[src/logic/uart_efr_defs.vh]
// Constants for the enhanced-feature register group
// Overview of operation
// - Transmit FIFO level reads byte count, read-only
// - Special function register needs key 0xBF, 0x5A
// - Bit 6 selects rx count or error count
// - Bit 4 enables burst register access
// - Bit 3 loops receive path to transmit
// - Bit 2 plus key gates special registers
// - Bit 1 enables automatic DSR/DTR flow control
// - Bit 0 forces continuous transmission
// - Bit 7 disables crystal feedback resistor
// - Control bits 7:4 hold sample clock value
// - Control bit 3 enables in-band Xon
// - Control bit 2 enables transmitter-empty interrupt
// - Bit 1 receive timeout, bit 0 idle insertion
// - Control register resets to 0x06
// - Status bits 7:4 flag their active sources
// - Status bits 3:1 flag receiver sources
// - Writing clear bit clears all status bits except those whose event arrives in the same cycle
// - Prescaler supplies M high nibble, N low
// - Error count reports error bytes in receive FIFO
`ifndef UART_EFR_DEFS_VH
`define UART_EFR_DEFS_VH
`define OFS_PRESCALER       4'h4
`define OFS_RX_COUNT        4'h5
`define OFS_TX_LEVEL        4'h6
`define OFS_SPECIAL         4'h7
`define OFS_IDLE            4'h8
`define OFS_TXRX            4'h9
`define OFS_UNLOCK          4'hD
`define OFS_STATUS          4'hF
`define KEY_LINE            8'hBF
`define KEY_UNLOCK          8'h5A
`define RST_SPECIAL         8'h00
`define RST_IDLE            8'h00
`define RST_TXRX            8'h06
`define RST_STATUS          7'h00
`define RST_PRESCALER       8'h10
`define RST_UNLOCK          8'h00
`define SF_XTAL_OFF         7
`define SF_COUNT_SEL        6
`define SF_BURST            4
`define SF_LOOPBACK         3
`define SF_SPECIAL_EN       2
`define SF_DSR_DTR          1
`define SF_FORCE_TX         0
`define TR_XON              3
`define TR_TX_EMPTY         2
`define TR_RX_TIMEOUT       1
`define TR_IDLE_INS         0
`define ST_CLEAR            0
`endif

[src/logic/sticky_status_bit.v]
// One sticky interrupt status flag with a set-wins clear
`timescale 1ns/100ps
`default_nettype none
module sticky_status_bit
(
	// Clock and reset
	input  wire i_clock,
	input  wire i_resetn,
	// Event and clear
	input  wire i_set,
	input  wire i_clear,
	// Flag
	output reg  o_flag
);
	// An event in the clearing cycle is kept, so no source is lost
	always @(posedge i_clock or negedge i_resetn)
	begin
		if (!i_resetn)
			o_flag <= 1'b0;
		else if (i_set)
			o_flag <= 1'b1;
		else if (i_clear)
			o_flag <= 1'b0;
	end
endmodule // sticky_status_bit
`default_nettype wire

[src/logic/uart_enhanced_feature_registers.v]
// Enhanced-feature register group with keyed access
`timescale 1ns/100ps
`default_nettype none
`include "uart_efr_defs.vh"
module uart_enhanced_feature_registers #
(
	parameter WIDTH = 8
)
(
	// Clock and reset
	input  wire             i_clock,
	input  wire             i_resetn,
	// Register port from host-side bridge logic
	input  wire [3:0]       i_address,
	input  wire             i_write,
	input  wire             i_read,
	input  wire [WIDTH-1:0] i_write_data,
	output reg  [WIDTH-1:0] o_read_data,
	output wire             o_claimed,
	// Line control value from the ordinary register set
	input  wire [WIDTH-1:0] i_line_control_key,
	// Datapath counters
	input  wire [WIDTH-1:0] i_tx_fifo_level,
	input  wire [WIDTH-1:0] i_rx_fifo_level,
	input  wire [WIDTH-1:0] i_rx_error_byte_count,
	// Interrupt source events, one-cycle pulses
	input  wire [7:1]       i_status_events,
	// Controls to the UART core
	output wire             o_xtal_feedback_disable,
	output wire             o_burst_enable,
	output wire             o_internal_loopback,
	output wire             o_dsr_dtr_flow_enable,
	output wire             o_force_transmit,
	output wire [3:0]       o_prescaler_m,
	output wire [3:0]       o_prescaler_n,
	output wire [WIDTH-1:0] o_tx_idle_time,
	output wire [3:0]       o_sample_clock_value,
	output wire             o_xon_enable,
	output wire             o_tx_empty_int_enable,
	output wire             o_rx_timeout_enable,
	output wire             o_idle_insert_enable,
	output wire [7:1]       o_status_flags
);
	reg  [WIDTH-1:0] special_function_ctrl;
	reg  [WIDTH-1:0] special_unlock_key;
	reg  [WIDTH-1:0] prescaler_reg;
	reg  [WIDTH-1:0] tx_idle_time;
	reg  [WIDTH-1:0] txrx_control;
	reg  [WIDTH-1:0] next_read_data;
	wire             key_ok;
	wire             sf_open;
	wire             special_open;
	wire             hit_unlock;
	wire             hit_sf;
	wire             hit_special;
	wire             clear_all_status;
	wire [7:1]       status_flags;

	// Access gates; a closed gate leaves the address to the ordinary set
	assign key_ok       = (i_line_control_key == `KEY_LINE);
	assign sf_open      = key_ok && (special_unlock_key == `KEY_UNLOCK);
	assign special_open = key_ok && special_function_ctrl[`SF_SPECIAL_EN];
	assign hit_unlock   = key_ok && (i_address == `OFS_UNLOCK);
	assign hit_sf       = sf_open && (i_address == `OFS_SPECIAL);
	assign hit_special  = special_open && ((i_address == `OFS_PRESCALER)
		|| (i_address == `OFS_RX_COUNT) || (i_address == `OFS_TX_LEVEL)
		|| (i_address == `OFS_IDLE) || (i_address == `OFS_TXRX)
		|| (i_address == `OFS_STATUS));
	assign o_claimed    = hit_unlock || hit_sf || hit_special;

	// Writable registers; writes outside an open gate do nothing
	always @(posedge i_clock or negedge i_resetn)
	begin
		if (!i_resetn)
		begin
			special_function_ctrl <= `RST_SPECIAL;
			special_unlock_key    <= `RST_UNLOCK;
			prescaler_reg         <= `RST_PRESCALER;
			tx_idle_time          <= `RST_IDLE;
			txrx_control          <= `RST_TXRX;
		end
		else if (i_write)
		begin
			if (hit_unlock)
				special_unlock_key <= i_write_data;
			if (hit_sf)
				special_function_ctrl <= i_write_data;
			if (hit_special && i_address == `OFS_PRESCALER)
				prescaler_reg <= i_write_data;
			if (hit_special && i_address == `OFS_IDLE)
				tx_idle_time <= i_write_data;
			if (hit_special && i_address == `OFS_TXRX)
				txrx_control <= i_write_data;
		end
	end

	// Clear strobe is a write of one to bit 0; bit 0 is never stored
	assign clear_all_status = i_write && hit_special && (i_address == `OFS_STATUS)
		&& i_write_data[`ST_CLEAR];

	// One sticky flag per interrupt source
	genvar g;
	generate
		for (g = 1; g < 8; g = g + 1)
		begin : status_bits
			sticky_status_bit u_bit
			(
				.i_clock  (i_clock),
				.i_resetn (i_resetn),
				.i_set    (i_status_events[g]),
				.i_clear  (clear_all_status),
				.o_flag   (status_flags[g])
			);
		end
	endgenerate

	// Read multiplexer
	always @*
	begin
		next_read_data = {WIDTH{1'b0}};
		if (hit_unlock)
			next_read_data = special_unlock_key;
		else if (hit_sf)
			next_read_data = special_function_ctrl;
		else if (hit_special)
		begin
			case (i_address)
				`OFS_PRESCALER: next_read_data = prescaler_reg;
				`OFS_RX_COUNT:
				begin
					if (special_function_ctrl[`SF_COUNT_SEL])
						next_read_data = i_rx_error_byte_count;
					else
						next_read_data = i_rx_fifo_level;
				end
				`OFS_TX_LEVEL:  next_read_data = i_tx_fifo_level;
				`OFS_IDLE:      next_read_data = tx_idle_time;
				`OFS_TXRX:      next_read_data = txrx_control;
				`OFS_STATUS:    next_read_data = {status_flags, 1'b0};
				default:        next_read_data = {WIDTH{1'b0}};
			endcase
		end
	end

	// Read data registered one cycle after the read strobe
	always @(posedge i_clock or negedge i_resetn)
	begin
		if (!i_resetn)
			o_read_data <= {WIDTH{1'b0}};
		else if (i_read)
			o_read_data <= next_read_data;
	end

	// Control fields to the UART core
	assign o_xtal_feedback_disable = special_function_ctrl[`SF_XTAL_OFF];
	assign o_burst_enable          = special_function_ctrl[`SF_BURST];
	assign o_internal_loopback     = special_function_ctrl[`SF_LOOPBACK];
	assign o_dsr_dtr_flow_enable   = special_function_ctrl[`SF_DSR_DTR];
	assign o_force_transmit        = special_function_ctrl[`SF_FORCE_TX];
	// Baud generator takes M, N and the sample value; IrDA limits are software's
	assign o_prescaler_m           = prescaler_reg[7:4];
	assign o_prescaler_n           = prescaler_reg[3:0];
	assign o_sample_clock_value    = txrx_control[7:4];
	assign o_tx_idle_time          = tx_idle_time;
	assign o_xon_enable            = txrx_control[`TR_XON];
	assign o_tx_empty_int_enable   = txrx_control[`TR_TX_EMPTY];
	assign o_rx_timeout_enable     = txrx_control[`TR_RX_TIMEOUT];
	assign o_idle_insert_enable    = txrx_control[`TR_IDLE_INS];
	assign o_status_flags          = status_flags;
endmodule // uart_enhanced_feature_registers
`default_nettype wire

[config.mk]
export PLATFORM = sky130hd
export DESIGN_NAME = uart_enhanced_feature_registers
export DESIGN_NICKNAME = d
export VERILOG_FILES = /design/src/logic/sticky_status_bit.v /design/src/logic/uart_enhanced_feature_registers.v
export VERILOG_INCLUDE_DIRS = /design/src /design/src/logic
export SDC_FILE = /design/constraint.sdc
export NUM_CORES = 1
export LEC_CHECK = 0
export ABC_AREA = 1
export BUFFER_PORTS_ARGS = -buffer_cell sky130_fd_sc_hd__buf_2
export CAP_MARGIN = 5
export CORE_MARGIN = 1.5
export CORE_UTILIZATION = 51
export CTS_CLUSTER_SIZE = 10
export DETAILED_ROUTE_END_ITERATION = 12
export PLACE_DENSITY = 0.79
export SKIP_LAST_GASP = 1
export SLEW_MARGIN = 20
export SYNTH_ARGS = -nofsm -noshare
export SYNTH_HDL_FRONTEND = slang
export SYNTH_SLANG_ARGS = --single-unit
[constraint.sdc]
create_clock -name i_clock -period 1.76 [get_ports i_clock]
set_input_delay 0.088 -clock i_clock [delete_from_list [all_inputs] [get_ports i_clock]]
set_output_delay 0.088 -clock i_clock [all_outputs]
set_load 0.005 [all_outputs]
==> Yosys cells after proc, flatten, opt, wreduce, memory -nomap -nowiden <==
Index checks and enable logic that the tools add are counted.
{ "op_classes": {"reduce_logical": 30, "muxes": 13, "n_eq_ne": 10} }
{ "op_table": {"columns": ["cell", "n"], "rows": [
  ["one-hot mux 8 bit (6 select lines)", 1],
  ["two-way mux 8 bit", 4],
  ["== test 4 x 3 -> 1 bit (second input constant)", 4],
  ["== test 4 bit (second input constant)", 4],
  ["nonzero test 2 bit", 7],
  ["logical AND 1 bit", 11],
  ["AND reduction 2 bit", 5],
  ["== test 8 x 7 -> 1 bit (second input constant)", 1],
  ["== test 8 bit (second input constant)", 1],
  ["two-way mux 1 bit", 8],
  ["logical OR 1 bit", 7]
]} }
{ "word_totals": {"output_inout_bits": 45, "ff_bits": 55, "word_cells": 66, "inputBits": 55} }

==> Longest topological paths before layout <==
{ "depth": {"word_depth": 12, "mapped_depth": 12, "mapped_depth_nobuf": 12} }

==> Modules after synthesis <==
From an unflattened synthesis, not the netlist that was laid out.
{ "unflattened": {"hier_cells": 420, "area_unflattened_um2": 2960.3} }
{ "by_module_without_submodules": {"columns": ["mod", "area_per_inst_um2", "cells_each", "n_inst"], "rows": [
  ["uart_enhanced_feature_registers", 2680.1, 385, 1],
  ["sticky_status_bit", 40.0, 5, 7]
]} }

==> Least setup slack after synthesis <==
No wires, ideal clock.
{ "synth_path": {"kind": "register to register", "startpoint": "reg special_function_ctrl[6]", "endpoint": "reg o_read_data[7]", "required_ns": 1.643, "setup_ns": 0.117, "t_arrival_ns": 1.268, "setup_slack_ns": 0.376, "path_stages_with_launch": 12, "cell_sequence": "dfrtp_1 clkbuf_1 clkbuf_1 nand2_1 o21ai_0 nor2_1 nor2_1 nand2_1 nand2_1 nand2_1 nand2_1 nand2_1"} }
{ "synth_via": {"elab_chain_len": 5} }
{ "synth_rtl": {"columns": ["item", "line_no", "rtl"], "rows": [
  ["start: declaration", "uart_enhanced_feature_registers.v:44", "reg [WIDTH-1:0] special_function_ctrl;"],
  ["start signal: assignment", "uart_enhanced_feature_registers.v:76", "special_function_ctrl <= `RST_SPECIAL;"],
  ["start signal: assignment", "uart_enhanced_feature_registers.v:87", "special_function_ctrl <= i_write_data;"],
  ["two-way mux 8 bit", "uart_enhanced_feature_registers.v:131", "if (special_function_ctrl[`SF_COUNT_SEL])"],
  ["one-hot mux 8 bit (6 select lines)", "uart_enhanced_feature_registers.v:127", "case (i_address)"],
  ["two-way mux 8 bit", "uart_enhanced_feature_registers.v:125", "else if (hit_special)"],
  ["two-way mux 8 bit", "uart_enhanced_feature_registers.v:123", "else if (hit_sf)"],
  ["two-way mux 8 bit", "uart_enhanced_feature_registers.v:121", "if (hit_unlock)"],
  ["end signal: assignment", "uart_enhanced_feature_registers.v:149", "o_read_data <= {WIDTH{1'b0}};"],
  ["end signal: assignment", "uart_enhanced_feature_registers.v:151", "o_read_data <= next_read_data;"],
  ["end: declaration", "uart_enhanced_feature_registers.v:18", "output reg [WIDTH-1:0] o_read_data,"]
]} }
Every way passes these cells.
A chain may end at the register's enable or synchronous reset.

==> Worst setup path in the final report <==
{ "layout_path": {"startpoint": "reg special_unlock_key[4]", "endpoint": "out o_claimed"} }
{ "layout_via": {"elab_chain_len": 5} }
{ "layout_rtl": {"columns": ["item", "line_no", "rtl"], "rows": [
  ["start: declaration", "uart_enhanced_feature_registers.v:45", "reg [WIDTH-1:0] special_unlock_key;"],
  ["start signal: assignment", "uart_enhanced_feature_registers.v:77", "special_unlock_key <= `RST_UNLOCK;"],
  ["start signal: assignment", "uart_enhanced_feature_registers.v:85", "special_unlock_key <= i_write_data;"],
  ["== test 8 x 7 -> 1 bit (no source line)", null, null],
  ["logical AND 1 bit", "uart_enhanced_feature_registers.v:61", "assign sf_open = key_ok && (special_unlock_key == `KEY_UNLOCK);"],
  ["logical AND 1 bit", "uart_enhanced_feature_registers.v:64", "assign hit_sf = sf_open && (i_address == `OFS_SPECIAL);"],
  ["logical OR 1 bit (2 in a row)", "uart_enhanced_feature_registers.v:69", "assign o_claimed = hit_unlock || hit_sf || hit_special;"],
  ["end: declaration", "uart_enhanced_feature_registers.v:19", "output wire o_claimed,"]
]} }
Every way passes these cells.

==> impl_metrics.yaml <==
run_status:
  outcome: "finished clean"
timing:
  period_share: 0.909
  hold_viol: 0
  relSlewSlack: 0.535
  setup_tns_ps: 0
  setup_violations: 0
  tightest_slew_ps: 698
  skew_ps: 7.80
  finalCriticalPeriod_ps: 1600
  clock.fmax_mhz: 625
  drv_slew: 0
  rsz0062_at_grt: "no"
  fin_ws_ps: 161
logic_synthesis:
  synth_top_area_frac: 0.426
  ys_warn_count: 0
  syn-cell-area_um2: 3060
  syn_nets: 473
  avgSynthCellArea_um2: 7.31
  netlist_top_cells_area: "dfrtp_1, nand2_1, inv_1"
  synth_seq_cells: 55
  yosys.area.top_type: "dfrtp_1"
  ys_types: 24
  yosysSeqAreaShare: 0.451
  postSynthCellCount: 418
critical_path:
  cp-start-kind: "register"
  path_cells: "nand2_1 -> nor2_1 -> nand3_1 -> nor2_4 -> or3_1 -> buf_2"
  cp.arrival_ps: 1510
  critical_path_required_ps: 1670
  cp-end-kind: "output port"
  cp_slowest_cell: "dfrtp_1"
  slowest_delay_ps: 410
  cp_max_fo: 5
  path_class: "register to output port"
finish:
  fin_cells: 599
  fin_area_um2: 3790
  final_util: 0.648
  num_antenna_cells: 0
  n_fill_cell: 554
  drive_above_1_share: 0.273
  layout.nets: 578
  syn_to_final_growth_pct: 24.1
floorplanning:
  fp.dieH_um: 80.4
  die_area_um2: 6470
  rows: 28
  core_area_um2: 5850
  ios: 100
  start_util: 0.522
  die_w_um: 80.4
detailed_routing:
  drt-initial-drc-count: 233
  wire_per_inst_um: 14.1
  final_antenna_net_count: 0
  vias: 3057
  drc: 0
  totalWireLength_um: 8430
  viasPerCell: 5.10
  drt_pass1_iterations: 5
global_routing:
  grt_max_degree: 56
  overflow: 0
  grt_pass1_wl_um: 13100
  grt_pass1_vias: 2710
  antenna_found_initial: 0
  grtUsageTotal: 0.269
cts:
  cts-root-buf: "clkbuf_8"
  clkTransAtPathRegs_ps: 90
  clk_latency_ps: 300
  h-tree-depth: 2
  clock-sinks: 55
  cts_max_path_buffers: 2
  cts_tree: "yes"
  cts_buffers: 5
placed_design:
  dp.cells: 580
  dp_slack_ps: 148
  placed_cell_area_um2: 3560
  dp_hpwl_um: 6160
  gp_congestion: 0.913
  portBuffers: 99
pwr:
  vdd_ir_drop_max_uv: 383
  leakagePower_nw: 2.12
  power_density_nw_per_um2: 652
worst_hold_path:
  hold_path.class: "input pin to register"
flow_run:
  cap_violations: 0
==> worst paths after layout <==
path	start	to	slack (ps)	cells past startpoint
max	special_unlock_key[4]	o_claimed	160	6
min reg2reg	o_read_data[4]	o_read_data[4]	480	2
min	i_write_data[6]	prescaler_reg[6]	140	3
max in group asynchronous	i_resetn	prescaler_reg[7]	860	3
min in group asynchronous	i_resetn	o_read_data[1]	440	3
max reg2reg	special_unlock_key[5]	special_function_ctrl[5]	220	9
==> metal layers <==
metal,vias to the layer above,global-route usage,part of all wire
met2,124,0.427,0.47
li1,1509,-,-
met1,1415,0.384,0.45
met3,9,0.0364,0.066
met4,0,0.0759,0.013
met5,-,0,0
==> Yosys cell counts (all sizes together) <==
| cell type | number |
|---|---|
| o21ai | 48 |
| or3 | 1 |
| clkbuf | 4 |
| dfrtp | 52 |
| nor2 | 41 |
| nand3 | 29 |
| nor3b | 1 |
| dfstp | 3 |
| nand2 | 155 |
| inv | 49 |
| a21oi | 18 |
| nor3 | 2 |
| buf | 15 |
==> logic make-up after synthesis <==
logic type / after synthesis / share of synthesized area
AOI/OAI and AO/OA: 66 / 0.124
buffers and inverters: 68 / 0.106
DFF: 55 / 0.451
and+or+nand+nor: 229 / 0.318
==> placed cells by master, fill, tap and decap left out <==
cell type / count
nand3_1: 25
nor2_1: 36
nand2_1: 151
nor3_1: 2
nand2_4: 2
o21ai_2: 9
nor2_2: 2
dfrtp_1: 52
inv_1: 49
nor3b_1: 1
clkbuf_1: 1
nand3_2: 4
a21oi_2: 1
buf_2: 99
dfstp_2: 3
a21oi_4: 1
nand2_2: 2
a21oi_1: 16
nor2_4: 3
buf_4: 10
or3_1: 1
bufinv_16: 2
dlygate4sd3_1: 8
clkbuf_8: 5
o21ai_0: 14
o21ai_1: 25
==> per-stage QoR <==
stage	hold slack, ps	power [mW]
5_1_grt	151	2.55
3_3_place_gp	261	1.50
2_1_floorplan	-208	1.37
3_5_place_dp	264	1.51
4_1_cts	138	2.48
6_report	141	2.47
==> critical path, delay by kind of cell (launching register included) <==
family	cells	cell delay, ps
simple gates	5	670
flops	1	410
buf+inv	1	140
==> where the power goes <==
part	total (mW)	switching (mW)	internal, mW
clock	0.974	0.405	0.569
sequential	1.26	0.000596	1.26
combinational	0.232	0.145	0.0877
total	2.47	0.551	1.92
==> cell type report <==
type | instances | area, um^2 | area share
inverters | 49 | 184 | 0.0485
clock inverters | 2 | 60.1 | 0.0158
flip-flops and latches | 55 | 1380 | 0.364
clock buffers | 6 | 72.6 | 0.0191
well taps | 75 | 93.8 | 0.0247
repair buffers | 117 | 651 | 0.172
multi-input cells | 295 | 1350 | 0.356
==> what timing repair did <==
action / 4_1_cts / 5_1_grt
setup endpoints to repair: 0 / 1
buffers inserted: 0 / 3
gates resized for setup: 0 / 0
hold buffers: 8 / 0
hold endpoints to repair: 59 / 0
Power figures use the tool's default switching activity.
